File: src/shared/tmr_pkg.sv
// Constants, register map and field layouts of the timer/counter with shared prescaler.
// Assumes a 32-bit Avalon-MM slave port with byte addresses and one aligned word per register.
package tmr_pkg;

   // Register byte offsets.
   localparam logic [4:0] TMR_OFF_COUNT  = 5'h00;
   localparam logic [4:0] TMR_OFF_CONFIG = 5'h04;
   localparam logic [4:0] TMR_OFF_STATUS = 5'h08;
   localparam logic [4:0] TMR_OFF_CLEAR  = 5'h0C;
   localparam logic [4:0] TMR_OFF_ENABLE = 5'h10;

   // Reset values and the top count value.
   localparam logic [7:0] TMR_CONFIG_RST = 8'hFF;
   localparam logic [7:0] TMR_COUNT_RST  = 8'h00;
   localparam logic [7:0] TMR_COUNT_MAX  = 8'hFF;
   localparam logic [7:0] TMR_IRQ_RST    = 8'h00;

   // Position of the overflow flag in status, clear and enable registers.
   localparam int unsigned TMR_OVF_BIT = 2;

   // Mask that keeps the low byte of the data bus.
   localparam logic [31:0] TMR_BYTE_MASK = 32'h0000_00FF;

   // Field layout of the configuration register.
   typedef struct packed {
      logic       pullup_disable;
      logic       int_edge;
      logic       count_source_select;
      logic       source_edge_select;
      logic       prescaler_assign;
      logic [2:0] prescale_rate;
   } tmr_config_t;

   // Write-blocking sequencer after a count register write.
   typedef enum logic [1:0] {
      TMR_INH_IDLE  = 2'b00,
      TMR_INH_HOLD1 = 2'b01,
      TMR_INH_HOLD2 = 2'b10
   } tmr_inhibit_t;

endpackage : tmr_pkg
File: src/rtl/tmr_timer0.sv
// 8-bit timer/counter with a prescaler shared with the watchdog, on an Avalon-MM slave.
// Assumes one clk cycle is one instruction cycle and that the watchdog base tick
// and the watchdog clear pulse are synchronous to clk; the external count input may be asynchronous.
// How it works
// - Eight-bit count, readable, writable, counts upward.
// - Timer mode counts every instruction cycle.
// - Count write blocks counting two cycles.
// - Counter mode counts selected external input edges.
// - Edge select one: falling, zero: rising.
// - One prescaler, serving timer or watchdog.
// - Assign bit zero gives prescaler to timer.
// - Timer ratios 1:2 to 1:256.
// - Rate n: timer 2^(n+1), watchdog 2^n.
// - Undivided timer only with prescaler on watchdog.
// - Prescaler count hidden from software.
// - Count write clears prescaler when timer-assigned.
// - Watchdog clear clears prescaler when watchdog-assigned.
// - Wrap to zero sets sticky overflow flag.
`timescale 1ns/10ps

module tmr_timer0 (
   input  wire logic        clk,
   input  wire logic        reset_n,
   input  wire logic [4:0]  avs_address,
   input  wire logic        avs_read,
   input  wire logic        avs_write,
   input  wire logic [31:0] avs_writedata,
   input  wire logic [3:0]  avs_byteenable,
   output      logic [31:0] avs_readdata,
   output      logic        avs_waitrequest,
   input  wire logic        ext_count_input,
   input  wire logic        watchdog_tick,
   input  wire logic        watchdog_clear_instr,
   output      logic        watchdog_prescaled_tick,
   output      logic        irq
);
   import tmr_pkg::*;

   // Register state.
   logic [7:0]   timer_count_reg;
   logic [7:0]   timer_count_next;
   tmr_config_t  timer_config_reg;
   logic [7:0]   presc_reg;
   logic [7:0]   presc_next;
   logic         overflow_flag_reg;
   logic         overflow_flag_next;
   logic         overflow_irq_enable_reg;
   tmr_inhibit_t inhibit_reg;
   tmr_inhibit_t inhibit_next;
   logic         sync1_reg;
   logic         sync2_reg;
   logic         sync3_reg;
   logic         wait_reg;
   logic [31:0]  rdata_reg;
   logic         irq_reg;
   logic         wdt_out_reg;

   // Bus decode.
   wire          req;
   wire          accept;
   wire          wr_ok;
   wire          sel_count;
   wire          sel_config;
   wire          sel_status;
   wire          sel_clear;
   wire          sel_enable;
   wire          count_wr;
   wire          config_wr;
   wire          clear_wr;
   wire          enable_wr;
   wire [7:0]    wbyte;
   wire [7:0]    status_view;
   wire [7:0]    enable_view;
   wire [31:0]   rdata_mux;

   // Count path.
   wire          rise_seen;
   wire          fall_seen;
   wire          ext_edge;
   wire          src_tick;
   wire [7:0]    timer_mask;
   wire [7:0]    wdt_mask;
   wire          timer_on_presc;
   wire          presc_in_tick;
   wire          presc_clr;
   wire          presc_full_timer;
   wire          presc_full_wdt;
   wire          timer_tick;
   wire          wrap;

   // Low bits set, as many as the argument: the prescaler reaches the end of a 2^bits cycle.
   function automatic logic [7:0] ones_mask(input logic [3:0] bits);
      ones_mask = 8'((16'h0001 << bits) - 16'h0001);
   endfunction : ones_mask

   assign req        = avs_read | avs_write;
   assign accept     = req & ~wait_reg;
   assign wr_ok      = accept & avs_write & avs_byteenable[0];
   assign sel_count  = (avs_address == TMR_OFF_COUNT);
   assign sel_config = (avs_address == TMR_OFF_CONFIG);
   assign sel_status = (avs_address == TMR_OFF_STATUS);
   assign sel_clear  = (avs_address == TMR_OFF_CLEAR);
   assign sel_enable = (avs_address == TMR_OFF_ENABLE);
   assign count_wr   = wr_ok & sel_count;
   assign config_wr  = wr_ok & sel_config;
   assign clear_wr   = wr_ok & sel_clear;
   assign enable_wr  = wr_ok & sel_enable;
   assign wbyte      = avs_writedata[7:0];

   assign status_view = 8'(overflow_flag_reg) << TMR_OVF_BIT;
   assign enable_view = 8'(overflow_irq_enable_reg) << TMR_OVF_BIT;

   // The prescaler never appears on the read path.
   assign rdata_mux = sel_count  ? {24'h00_0000, timer_count_reg} :
                      sel_config ? {24'h00_0000, timer_config_reg} :
                      sel_status ? {24'h00_0000, status_view} :
                      sel_enable ? {24'h00_0000, enable_view} :
                      32'h0000_0000;

   // Edge detection reads only the second and third stages.
   assign rise_seen = sync2_reg & ~sync3_reg;
   assign fall_seen = ~sync2_reg & sync3_reg;
   assign ext_edge  = timer_config_reg.source_edge_select ? fall_seen : rise_seen;
   assign src_tick  = timer_config_reg.count_source_select ? ext_edge : 1'b1;

   assign timer_on_presc = ~timer_config_reg.prescaler_assign;
   assign timer_mask     = ones_mask({1'b0, timer_config_reg.prescale_rate} + 4'h1);
   assign wdt_mask       = ones_mask({1'b0, timer_config_reg.prescale_rate});

   // One counter, fed by one source at a time.
   assign presc_in_tick    = timer_on_presc ? src_tick : watchdog_tick;
   assign presc_full_timer = (presc_reg & timer_mask) == timer_mask;
   assign presc_full_wdt   = (presc_reg & wdt_mask) == wdt_mask;
   assign presc_clr        = timer_on_presc ? count_wr : watchdog_clear_instr;

   // Without the prescaler the timer takes every source tick.
   assign timer_tick = (inhibit_reg == TMR_INH_IDLE) &
                       (timer_on_presc ? (src_tick & presc_full_timer) : src_tick);
   assign wrap       = timer_tick & (timer_count_reg == TMR_COUNT_MAX);

   // The write clear beats a tick in the same cycle, so the ratio restarts from the write.
   assign presc_next = presc_clr     ? 8'h00 :
                       presc_in_tick ? presc_reg + 8'h01 :
                       presc_reg;

   // A software write of the count takes priority over a tick in the same cycle.
   assign timer_count_next = count_wr   ? wbyte :
                             timer_tick ? timer_count_reg + 8'h01 :
                             timer_count_reg;

   // A wrap in the clearing cycle keeps the flag set.
   assign overflow_flag_next = wrap ? 1'b1 :
                               (clear_wr & wbyte[TMR_OVF_BIT]) ? 1'b0 :
                               overflow_flag_reg;

   always_comb begin
      inhibit_next = inhibit_reg;
      case (inhibit_reg)
         TMR_INH_IDLE:  inhibit_next = TMR_INH_IDLE;
         TMR_INH_HOLD2: inhibit_next = TMR_INH_HOLD1;
         TMR_INH_HOLD1: inhibit_next = TMR_INH_IDLE;
         default:       inhibit_next = TMR_INH_IDLE;
      endcase
      if (count_wr) begin
         inhibit_next = TMR_INH_HOLD2;
      end
   end

   // Bus handshake: every request is answered at the second edge.
   always_ff @(posedge clk or negedge reset_n) begin
      if (!reset_n) begin
         wait_reg  <= 1'b1;
         rdata_reg <= 32'h0000_0000;
      end else begin
         wait_reg  <= ~(req & wait_reg);
         rdata_reg <= (avs_read & wait_reg) ? rdata_mux : rdata_reg;
      end
   end

   // Bits 7:6 are stored only; nothing in this block uses them.
   always_ff @(posedge clk or negedge reset_n) begin
      if (!reset_n) begin
         timer_config_reg        <= TMR_CONFIG_RST;
         overflow_irq_enable_reg <= 1'b0;
      end else begin
         timer_config_reg        <= config_wr ? tmr_config_t'(wbyte) : timer_config_reg;
         overflow_irq_enable_reg <= enable_wr ? wbyte[TMR_OVF_BIT] : overflow_irq_enable_reg;
      end
   end

   always_ff @(posedge clk or negedge reset_n) begin
      if (!reset_n) begin
         timer_count_reg   <= TMR_COUNT_RST;
         presc_reg         <= 8'h00;
         overflow_flag_reg <= 1'b0;
         inhibit_reg       <= TMR_INH_IDLE;
      end else begin
         timer_count_reg   <= timer_count_next;
         presc_reg         <= presc_next;
         overflow_flag_reg <= overflow_flag_next;
         inhibit_reg       <= inhibit_next;
      end
   end

   // The first stage may go metastable, so only the later two feed the edge detector.
   always_ff @(posedge clk or negedge reset_n) begin
      if (!reset_n) begin
         sync1_reg <= 1'b0;
         sync2_reg <= 1'b0;
         sync3_reg <= 1'b0;
      end else begin
         sync1_reg <= ext_count_input;
         sync2_reg <= sync1_reg;
         sync3_reg <= sync2_reg;
      end
   end

   // Outputs from flip-flops; the interrupt follows the flag one cycle later.
   always_ff @(posedge clk or negedge reset_n) begin
      if (!reset_n) begin
         irq_reg     <= 1'b0;
         wdt_out_reg <= 1'b0;
      end else begin
         irq_reg     <= overflow_flag_reg & overflow_irq_enable_reg;
         wdt_out_reg <= ~timer_on_presc & watchdog_tick & presc_full_wdt & ~presc_clr;
      end
   end

   assign avs_waitrequest         = wait_reg;
   assign avs_readdata            = rdata_reg;
   assign irq                     = irq_reg;
   assign watchdog_prescaled_tick = wdt_out_reg;
endmodule : tmr_timer0

File: config.mk
export PLATFORM = sky130hd
export DESIGN_NAME = tmr_timer0
export DESIGN_NICKNAME = d
export VERILOG_FILES = /design/src/shared/tmr_pkg.sv /design/src/rtl/tmr_timer0.sv
export SDC_FILE = /design/constraint.sdc
export NUM_CORES = 1
export LEC_CHECK = 0
export BUFFER_PORTS_ARGS = -buffer_cell sky130_fd_sc_hd__buf_2
export CAP_MARGIN = 10
export CORE_ASPECT_RATIO = 0.75
export CORE_UTILIZATION = 40
export DETAILED_ROUTE_END_ITERATION = 8
export PLACE_DENSITY = 0.63
export REMOVE_ABC_BUFFERS = 1
export SLEW_MARGIN = 15
export SYNTH_ARGS = -nofsm -noshare
export SYNTH_HDL_FRONTEND = slang
export SYNTH_SLANG_ARGS = --single-unit
File: constraint.sdc
create_clock -name clk -period 3.35 [get_ports clk]
set_input_delay 0.1675 -clock clk [delete_from_list [all_inputs] [get_ports clk]]
set_output_delay 0.1675 -clock clk [all_outputs]
set_load 0.02 [all_outputs]
# After elaboration in Yosys (flattened, before gate mapping)
# Index checks and enable logic that the tools add are counted.
[totals]
reg_bits = 66
in_bits = 48
out_inout_bits = 35
elab_cells = 82
[classes]
n_addsub = 5
n_eq_ne = 8
shift = 2
mux = 17
bitwise_logic = 27
n_reduce_logical = 5
[op_table]
columns = ["cell", "count"]
rows = [
  ["$mux W8", 6],
  ["$and A1 B1 Y1", 19],
  ["$add A8 B1 Y8 const B", 2],
  ["$and A8 B8 Y8", 2],
  ["$eq A8 B8 Y1", 2],
  ["$sub A8 B1 Y8 const B", 2],
  ["$eq A5 B4 Y1 const B", 2],
  ["$eq A8 B8 Y1 const B", 1],
  ["$mux W1", 8],
  ["$shl A1 B3 Y8 const A", 1],
  ["$shl A1 B4 Y8 const A", 1],
  ["$mux W3", 2],
  ["$reduce_bool A2 Y1", 3],
  ["$eq A5 B3 Y1 const B", 1],
  ["$eq A5 B5 Y1 const B", 1],
  ["$logic_not A5 Y1", 1],
  ["$not A1 Y1", 5],
  ["$add A3 B1 Y4 const B", 1],
  ["$eq A2 B2 Y1 const B", 1],
  ["$logic_not A2 Y1", 1],
  ["$mux W2", 1],
  ["$or A1 B1 Y1", 1],
]

# Longest topological paths before layout
# Gate-level depths: netlist of run 1.
[depth]
word_depth = 10
mapped_depth = 11
mapped_depth_nobuf = 9

# Worst setup path after synthesis of run 1
# Ideal clock, no wire load.
[synth_path]
path_kind = "flip-flop to flip-flop"
start = "reg timer_config_reg[1] in the netlist's numbering"
end = "reg timer_count_reg[5]"
setup_time_ns = 0.065
t_arrival_ns = 2.423
required_ns = 3.285
path_slack_ns = 0.862
stages_incl_launch_ff = 12
n_path_buf = 2
synth_period_minus_slack_ns = 2.488
path_cell_list = "dfstp_2 > buf_4 > nand2_1 > inv_1 > ha_1 > nor2b_1 > a311o_1 > o2111a_1 > a31o_2 > buf_6 > mux2_4 > nand2_1"
[synth_between]
elab_chain_cells = 9
[synth_lines]
columns = ["item", "line_no", "text"]
rows = [
  ["from (decl)", "tmr_timer0.sv:42", "tmr_config_t timer_config_reg;"],
  ["from (signal assigned)", "tmr_timer0.sv:186", "timer_config_reg <= config_wr ? tmr_config_t'(wbyte) : timer_config_reg;"],
  ["$add A3 B1 Y4 (*)", "tmr_timer0.sv:127", "assign timer_mask = ones_mask({1'b0, timer_config_reg.prescale_rate} + 4'h1);"],
  ["$shl A1 B4 Y8 (*)", "tmr_timer0.sv:93", "ones_mask = 8'((16'h0001 << bits) - 16'h0001);"],
  ["$sub A8 B1 Y8 (*)", "tmr_timer0.sv:93", ""],
  ["$and A8 B8 Y8", "tmr_timer0.sv:132", "assign presc_full_timer = (presc_reg & timer_mask) == timer_mask;"],
  ["$eq A8 B8 Y1 (*)", "tmr_timer0.sv:132", ""],
  ["$and A1 B1 Y1 (*)", "tmr_timer0.sv:138", "(timer_on_presc ? (src_tick & presc_full_timer) : src_tick);"],
  ["$mux W1 (*)", "tmr_timer0.sv:138", ""],
  ["$and A1 B1 Y1 (*)", "tmr_timer0.sv:137", "assign timer_tick = (inhibit_reg == TMR_INH_IDLE) &"],
  ["$reduce_bool A2 Y1 (no line) (*)", "-", ""],
  ["to (signal assigned)", "tmr_timer0.sv:198", "timer_count_reg <= timer_count_next;"],
  ["to (decl)", "tmr_timer0.sv:40", "logic [7:0] timer_count_reg;"],
]
# Every way passes the cells marked *; elsewhere a longest branch is shown, timed or not.
# A chain may end at the register's enable or synchronous reset.

# Worst setup path after layout of run 1
# Same ends and word-level chain as after synthesis.

==> metrics, run 1 <==
met3 Use GR=~3.7%; clock root buffer=clkbuf_8; DRT antenna net count=0; synthesis-stage register bit count=42; Starting Density=between 40 and 50%; worst hold path class=primary input to async pin; M1 GR Usage=25.9%; ANT cells=0; Final Non-Filler Cells=374; final worst slack=664 ps; Synth warnings=0; worst reg2reg path endpoint=timer_count_reg[5]; layout cell share with drive strength beyond 1=23.3%; total power=around 1.5 mW; post-CTS setup buffer count=0; gr ovfl total=0; Placed Instances=approximately 370; Port Buffers=31; Final Hold Viols=0; Worst slew margin=a little over a third; maximum VDD drop=298 uV; pre-CTS setup slack=698 ps; vias post-DR=1,884; worst reg-to-reg setup slack=660 ps; Post-Syn Area=2530 sq um; Fin Setup TNS=0 ps; asr flop ratio synth=100%; Crit. End Element=flop; number of max-cap violations=0; Achievable Freq=between 300 and 400 MHz; Clk pin slew, worst setup/hold paths=~90 ps; crit-path max FO=13; synth unique cells=55; period utilization=80.2%; RSZ-0062 raised after global routing=no; EDFF count, synth=0; Mapped Cells=around 260; minimum clock period=~2700 ps; Worst EP arrival=approximately 2900 ps; sequential area share after synthesis=a little over two fifths; largest net degree at the start of global routing=between 40 and 50; first-pass GRT wire length=8780 microns; cells on worst reg2reg path=9; grt peak-use layer=met1; die area=6660 sq um; post-route DRC violation count=0; vias in the first global route=between 1,500 and 2,000; H-tree levels=2; Via-to-Cell Ratio=5.04; Worst setup SP type=flop; Primary FF master, synth=dfrtp_1; clock sinks=42; Final HPWL DP=3690 microns; DR iter-0 viols=101; Die Y=70.9 microns; Crit path required time=3590 ps; Setup Crit Path Kind=flop to flop; DIE WIDTH=93.9 microns; Worst Hold Slack=6.31 ps; Final Max Tran Viols=0; syn_area_per_cell=~9.6 sq um; Top Ports=83; Post-DP Area=2630 sq um; Setup-failing EPs final=0; nets=348; GRT met2 Usage=24.2%; post-layout util=46.2%; Post-Route WL=5180 microns; Worst Skew=6.54 ps; outcome=finished clean; DR WL/cell=around 14 microns; CTS tree=built; reg2reg start=timer_config_reg[1]; largest family of logic cells by synthesized area=simple AND/OR/NAND/NOR gates; XOR/XNOR Fraction of Synth Area=3.11%; leak pwr=around 1.3 nW; Slew @ Worst Pin=952 ps; deepest clock path buffer count=2; Area Overhead vs Synth=8.35%; Power per Cell Area=548 nW/um^2; adder-cell area share of the yosys netlist=2.47%; CTS Buf Count=5; worst skew pair latency=300 ps; Synth Area in Simple Gates=20.5%; GRT Total Usage=17.2%; Row Count=24; cell area after layout=around 2700 sq um; Routability Congestion=0.755; core area=between 5000 and 6000 sq um; mux contribution to synthesized area=6.62%; initial antenna violation count=0; post-synthesis compound-gate area fraction=between 10 and 15%; DR pass1 iterations=4
[kinds of logic (layout without fill, tap and decap cells)]
group | Yosys count | in the layout
and+or+nand+nor | 102 | 102
AOI/OAI and AO/OA | 50 | 50
DFF | 42 | 42
buffers and inverters | 40 | 49
muxes | 15 | 15
xor gates and xnor gates | 9 | 9
adders and majority gates | 5 | 5
other | 1 | 24
[what timing repair did]
item	4_1_cts	5_1_grt
resized for setup	0	0
hold buffers	1	0
endpoints found under the hold margin	1	0
[cells in the final DEF, fill, tap and decap left out, types with 6 or more instances in the layout]
| master | count |
|---|---|
| conb_1 | 24 |
| mux2_2 | 6 |
| a22oi_1 | 8 |
| and2_1 | 7 |
| inv_1 | 6 |
| nand3_1 | 7 |
| dfstp_2 | 9 |
| nor2_1 | 18 |
| mux2i_1 | 7 |
| o21ai_0 | 18 |
| xnor2_1 | 7 |
| nand2_1 | 35 |
| nor3_1 | 9 |
| buf_2 | 31 |
| dfrtp_1 | 33 |
[worst max path at each step]
stage	from	endpoint	slack (ps)
after floorplan	timer_config_reg[1]	timer_count_reg[2]	940
after CTS	timer_config_reg[1]	timer_count_reg[4]	680
after global placement	timer_config_reg[1]	timer_count_reg[2]	730
after detailed placement	timer_config_reg[1]	timer_count_reg[4]	700
after global routing	timer_config_reg[1]	timer_count_reg[1]	490
final	timer_config_reg[1]	timer_count_reg[5]	660
[worst max-delay path, cell delays in order (launching register included)]
cell	delay (ps)
dfstp_2	650
nand2_1	140
inv_1	120
ha_1	280
o21a_1	200
o21ai_0	270
o2111a_1	290
a31o_2	300
mux2_4	320
nand2_1	50
[power by group]
part	internal (mW)	total (mW)	switching, mW	leakage (nW)
Sequential	0.590	0.687	0.0967	0.513
Combinational	0.195	0.413	0.218	0.721
Clock	0.220	0.404	0.184	0.0579
[per-layer routing]
layer,vias to the layer above,part of all wire [%]
li1,937,-
met1,893,52
met2,48,42
met3,6,4.5
met4,0,1.1
met5,-,0
[synthesized netlist by cell type, drive strengths merged (2+ instances only)]
library cell	number	area share, %
nand2	35	5.2
dfrtp	33	33
buf	31	8.9
o21ai	20	4.1
nor2	18	2.7
dfstp	9	9.3
nor3	9	1.8
a22oi	8	2.4
mux2	8	3.9
and2	7	1.7
mux2i	7	2.8
nand3	7	1.4
xnor2	7	2.4
inv	6	0.89
a21oi	5	0.99
and3	5	1.3
ha	5	2.5
nand3b	4	1.2
nor3b	4	1.4
nor2b	3	0.74
a211oi	2	0.59
nand2b	2	0.49
o2111a	2	0.89
o22ai	2	0.49
or2b	2	0.59
xor2	2	0.69
[cell type report]
cell class                      instances  area [sq um]
Clock buffer                            5          68.8
Sequential cell                        42          1060
Clock inverter                          3          40.0
Multi-Input combinational cell        205          1270
Timing Repair Buffer                   34           180
Fill cell                             575          3200
Tap cell                               78          97.6
Inverter                                7          26.3
No activity file was read; power rests on OpenSTA's default activity.
==> inputs of run 2 (changes only) <==
--- a/config.mk
+++ b/config.mk
@@ -10,7 +10,7 @@
 export CORE_ASPECT_RATIO = 0.75
 export CORE_UTILIZATION = 40
 export DETAILED_ROUTE_END_ITERATION = 8
-export PLACE_DENSITY = 0.63
+export PLACE_DENSITY = 0.65
 export REMOVE_ABC_BUFFERS = 1
 export SLEW_MARGIN = 15
 export SYNTH_ARGS = -nofsm -noshare
==> constraint.sdc (replaced) <==
create_clock -name clk -period 2.31 [get_ports clk]
set_input_delay 0.1155 -clock clk [delete_from_list [all_inputs] [get_ports clk]]
set_output_delay 0.1155 -clock clk [all_outputs]
set_load 0.02 [all_outputs]
==> run 2 against run 1 <==
  * Core utilization increased by 2.3 points
  * Hold slack improved by 38 ps
  * Clock power increased by 25%
  * Via count increased by 2.7%
==> metrics, run 2 (same netlist as run 1, synthesis figures left out) <==
minimum clock period=2210 ps (-474 ps); CP endpoint=timer_count_reg[5]; Slew @ Worst Pin=960 ps (+7.83 ps); Comb pwr share=31.4% (+3.9 points); Power per Cell Area=751 nW/um^2 (+37%); DIE WIDTH=93.9 microns (unchanged); Worst EP arrival=2440 ps (-490 ps); Setup Crit Path Kind=flop to flop; Via-to-Cell Ratio=5.02 (-0.28%); post-layout util=48.5% (+2.3 points); outcome=finished clean; Port Buffers=31 (unchanged); worst skew pair latency=300 ps (about the same); Crit. End Element=flop; Crit path required time=2540 ps (-1050 ps); period utilization=95.7% (+16 points); vias post-DR=1,934 (+2.7%); Final Max Tran Viols=0 (unchanged); worst reg2reg path endpoint=timer_count_reg[5]; CP startpoint=timer_config_reg[1]; Final Hold Viols=0 (unchanged); pre-CTS setup slack=-58.6 ps (-757 ps); Worst setup SP type=flop; Row Count=24 (unchanged); H-tree levels=2 (unchanged); layout cell share with drive strength beyond 1=27.0% (+3.7 points); leak pwr=1.33 nW (+3.2%); Die Y=70.9 microns (unchanged); Top Ports=83 (unchanged); number of max-cap violations=0 (unchanged); post-route DRC violation count=0 (unchanged); final worst slack=98.7 ps (-566 ps); Worst Hold Slack=44.1 ps (+37.8 ps); core area=5950 sq um (unchanged); most common cell after layout, fill and taps aside=nand2_1; DR iter-0 viols=94 (-6.9%); initial antenna violation count=0 (unchanged); maximum VDD drop=370 uV (+24%); deepest clock path buffer count=2 (unchanged); worst reg-to-reg setup slack=100 ps (-570 ps); most frequent cells in the layout=34 x nand2_1, 33 x dfrtp_1, 31 x buf_2; CTS tree=built; Area Overhead vs Synth=13.7%; HP Start=avs_writedata[4]; Setup-failing EPs final=0 (unchanged); internal power=1.43 mW (+42%); Starting Density=42.6% (unchanged); Worst Skew=14.7 ps (+8.13 ps); Flop pwr share=45.4% (-0.3 points); reg2reg start=timer_config_reg[1]; Post-Route WL=5330 microns (+3.0%); Clk pwr share=23.2% (-3.6 points); clock sinks=42 (unchanged); Net Switching=0.737 mW (+48%); DR WL/cell=13.8 microns (about the same); DR pass1 iterations=4 (unchanged); cells on worst reg2reg path=9 (unchanged); CTS Buf Count=5 (unchanged); clock root buffer=clkbuf_8; Fin Setup TNS=0 ps (unchanged); Routability Congestion=0.810 (+7.3%); GRT Total Usage=17.5% (+0.33 points); ANT cells=0 (unchanged); Final HPWL DP=3770 microns (+2.2%); largest net degree at the start of global routing=43 (unchanged); Worst slew margin=36.0% (-0.52 points); nets=359 (+3.2%); Achievable Freq=452 MHz (+21%); worst hold path class=primary input to flop; die area=6660 sq um (unchanged); first-pass GRT wire length=9110 microns (+3.9%); gr ovfl total=0 (unchanged); sw frac=34.0% (+0.85 points); crit-path max FO=6 (-7); Clk pin slew, worst setup/hold paths=90 ps (about the same); vias in the first global route=1,902 (+8.7%); DRT antenna net count=0 (unchanged)
## run 2: layer usage
layer | global-route usage [%] | part of all wire [%]
met5 | 0 | 0
met4 | 4.62 | 1.0
met3 | 3.87 | 4.1
met2 | 25.8 | 43
met1 | 25.8 | 52
## run 2: worst min-delay path by stage
stage | end | slack [ps] | depth (start not counted)
floorplan | avs_readdata[0] | -180 | 0
global placement | sync1_reg | 220 | 1
detailed placement | sync1_reg | 220 | 1
CTS | timer_count_reg[4] | 40 | 3
global route | timer_config_reg[6] | 70 | 2
finish | timer_count_reg[4] | 40 | 3
## run 2: layout make-up
cell class	instances	area (sq um)
Clock buffer	7	86.3
Clock inverter	1	5.00
Fill cell	579	3060
Inverter	7	26.3
Multi-Input combinational cell	205	1330
Sequential cell	42	1060
Tap cell	78	97.6
Timing Repair Buffer	45	270
## run 2: power by group through the flow
stage	combinational, mW	clock, mW	sequential, mW
detailed placement	0.628	0	0.992
floorplan	0.462	0	0.985
global placement	0.614	0	0.987
CTS	0.648	0.515	0.977
global route	0.783	0.544	1.00
finish	0.680	0.503	0.982
## run 2: worst max-delay path: stages, from the launching register on
cell	delay [ps]
dfstp_2	550
nand2_2	50
inv_2	70
ha_4	210
nor2b_1	140
a311o_1	310
o2111a_2	180
a31o_4	280
mux2_4	300
nand2_1	50
## run 2: what timing repair did
item | CTS | global route
pin swaps | 2 | 4
endpoints found under the setup margin | 6 | 9
setup buffers | 0 | 1
gates resized for setup | 3 | 8
endpoints found under the hold margin | 12 | 0
hold buffers | 4 | 0
## run 2: through the flow
| stage | power, mW | instances | area (sq um) |
|---|---|---|---|
| after floorplan | 1.45 | 254 | 2360 |
| after global routing | 2.33 | 385 | 2880 |
| after detailed placement | 1.62 | 372 | 2680 |
| after CTS | 2.14 | 384 | 2830 |
| after global placement | 1.60 | 372 | 2680 |
| final | 2.17 | 385 | 2880 |
==> inputs of run 3 (changes only) <==
--- a/config.mk
+++ b/config.mk
@@ -8,6 +8,7 @@
 export BUFFER_PORTS_ARGS = -buffer_cell sky130_fd_sc_hd__buf_2
 export CAP_MARGIN = 10
 export CORE_ASPECT_RATIO = 0.75
+export CORE_MARGIN = 3
 export CORE_UTILIZATION = 40
 export DETAILED_ROUTE_END_ITERATION = 8
 export PLACE_DENSITY = 0.65
==> run 3 against run 2 <==
  * The flow now finishes with violations (negative hold slack)
  * Core utilization is 0.73 points lower
  * Sequential power grew 0.6%
  * Via count stayed put
  * Power shrank 2.4%
  * Combinational power fell by 1%
  * Die area up 10%
  * Critical path type unchanged
==> metrics, run 3 (same netlist as run 1, synthesis figures left out) <==
outcome=finished with violations; failing checks=negative hold slack; deepest clock path buffer count=2 (unchanged); core area=5980 sq um (+0.51%); Crit. End Element=flop; Starting Density=42.4% (-0.21 points); vias post-DR=1,934 (unchanged); Power per Cell Area=741 nW/um^2 (-1.4%); minimum clock period=2290 ps (+80.1 ps); layout cell share with drive strength beyond 1=27.2% (+0.18 points); internal power=1.38 mW (-3.2%); Worst path depth=10 (+1); CTS tree=built; worst hold path class=primary input to async pin; Slew @ Worst Pin=956 ps (-3.47 ps); nets=358 (-0.28%); Crit path required time=2550 ps (about the same); DIE WIDTH=97.9 microns (+4.3%); clock sinks=42 (unchanged); Clk pin slew, worst setup/hold paths=80 ps (about the same); Achievable Freq=436 MHz (-3.5%); Top Ports=83 (unchanged); crit-path max FO=6 (unchanged); worst reg-to-reg setup slack=20 ps (-80 ps); Slowest-stage cell, CP=dfstp_2; Flop pwr share=46.7% (+1.3 points); DR pass1 iterations=4 (unchanged); vias in the first global route=1,744 (-8.3%); Worst setup SP type=flop; maximum VDD drop=372 uV (+0.39%); most used cell, CP=nand2_2; worst reg2reg path endpoint=timer_count_reg[5]; clock root buffer=clkbuf_8; post-layout util=47.7% (-0.73 points); Worst EP arrival=2530 ps (+90 ps); leak pwr=1.32 nW (-0.82%); post-route DRC violation count=0 (unchanged); reg2reg start=timer_config_reg[1]; Clk pwr share=21.5% (-1.7 points); Final Max Tran Viols=0 (unchanged); DR WL/cell=14.2 microns (+2.8%); pre-CTS setup slack=-80.9 ps (-22.2 ps); Worst slew margin=36.3% (+0.23 points); FILL cells=601 (+3.8%); worst-path cell chain=nand2_2 > inv_2 > ha_4 > buf_4 > nor4_1 > o21ai_0 > o2111a_2 > a31o_4 > mux2_4 > nand2_2; RSZ-0062 raised after global routing=yes; number of max-cap violations=0 (unchanged); CP endpoint=timer_count_reg[5]; Final Hold Viols=33 (+33); CTS Buf Count=5 (unchanged); Post-Route WL=5450 microns (+2.3%); gr ovfl total=0 (unchanged); Setup Crit Path Kind=flop to flop; area of the multi-input gates=1330 sq um (about the same); sw frac=34.6% (+0.57 points); Setup-failing EPs final=0 (unchanged); worst skew pair latency=290 ps (about the same); Routability Congestion=0.805 (-0.58%); Worst Hold Slack=-36.5 ps (-80.6 ps); Port Buffers=31 (unchanged); GRT Total Usage=15.1% (-2.4 points); period utilization=99.2% (+3.5 points); DR iter-0 viols=64 (-32%); largest net degree at the start of global routing=43 (unchanged); Bufs and invs on worst path=2 (+1); ANT cells=0 (unchanged); DRT antenna net count=0 (unchanged); die area=7340 sq um (+10%); Via-to-Cell Ratio=5.05 (+0.52%); Register Area=1060 sq um (unchanged); cells on worst reg2reg path=10 (+1); Die Y=74.9 microns (+5.6%); H-tree levels=2 (unchanged); CP peak stage delay=550 ps (about the same); Net Switching=0.731 mW (-0.72%); delay-heaviest family, CP=compound AO/OA/AOI/OAI gates; initial antenna violation count=0 (unchanged); first-pass GRT wire length=8710 microns (-4.4%); Final HPWL DP=3970 microns (+5.4%); most frequent cells in the layout=33 x nand2_1, 33 x dfrtp_1, 31 x buf_2; Comb pwr share=31.8% (+0.4 points); Row Count=24 (unchanged); final worst slack=18.7 ps (-80.1 ps); Area Overhead vs Synth=12.6%; Worst Skew=6.47 ps (-8.20 ps); CP startpoint=timer_config_reg[1]
[run 3: stage by stage]
step | instance area [sq um] | hold WS (ps) | total power [mW] | cells | setup TNS, ps
CTS | 2800 | 3.83 | 2.10 | 382 | 0
global placement | 2690 | 223 | 1.61 | 373 | -60.8
global route | 2850 | 7.81 | 2.25 | 383 | -117
floorplan | 2360 | -180 | 1.45 | 254 | -247
finish | 2850 | -36.5 | 2.11 | 383 | 0
detailed placement | 2690 | 225 | 1.63 | 373 | -213
[run 3: repair_timing]
item                                    in CTS  in global routing
hold endpoints to repair                     2                  0
setup buffers                                0                  1
gates cloned                                 0                  0
gates resized for setup                      3                  9
hold buffers                                 2                  0
pin swaps                                    2                  5
endpoints found under the setup margin       6                  9
[run 3: cell type report]
type / count / area share, %
Inverter: 7 / 0.921
Timing Repair Buffer: 44 / 9.04
Sequential cell: 42 / 37.2
Multi-Input combinational cell: 205 / 46.7
Tap cell: 78 / 3.42
Clock buffer: 7 / 2.68
[run 3: power groups by stage]
stage | Sequential (mW) | Combinational, mW | Clock [mW]
after floorplan | 0.985 | 0.462 | 0
after detailed placement | 0.994 | 0.636 | 0
after CTS | 0.980 | 0.653 | 0.469
after global placement | 0.986 | 0.623 | 0
final | 0.988 | 0.672 | 0.455
after global routing | 1.01 | 0.746 | 0.495
[run 3: worst register-to-register path, stage by stage (launching register included)]
cell	delay, ps
dfstp_2	550
nand2_2	60
inv_2	70
ha_4	210
buf_4	130
nor4_1	250
o21ai_0	120
o2111a_2	170
a31o_4	300
mux2_4	320
nand2_2	50
[run 3: worst min path at each step]
stage,from,end
2_1_floorplan,reset_n,avs_readdata[0]
3_3_place_gp,ext_count_input,sync1_reg
3_5_place_dp,ext_count_input,sync1_reg
4_1_cts,reset_n,presc_reg[5]
5_1_grt,avs_write,avs_waitrequest
6_report,reset_n,presc_reg[6]
[run 3: layer usage]
metal | vias up | wire length (microns) | global-route usage, %
met2 | 52 | 2330 | 21.8
met1 | 922 | 2760 | 22.4
li1 | 955 | - | -
met5 | - | 0 | 0
met3 | 5 | 317 | 3.61
met4 | 0 | 46 | 4.61
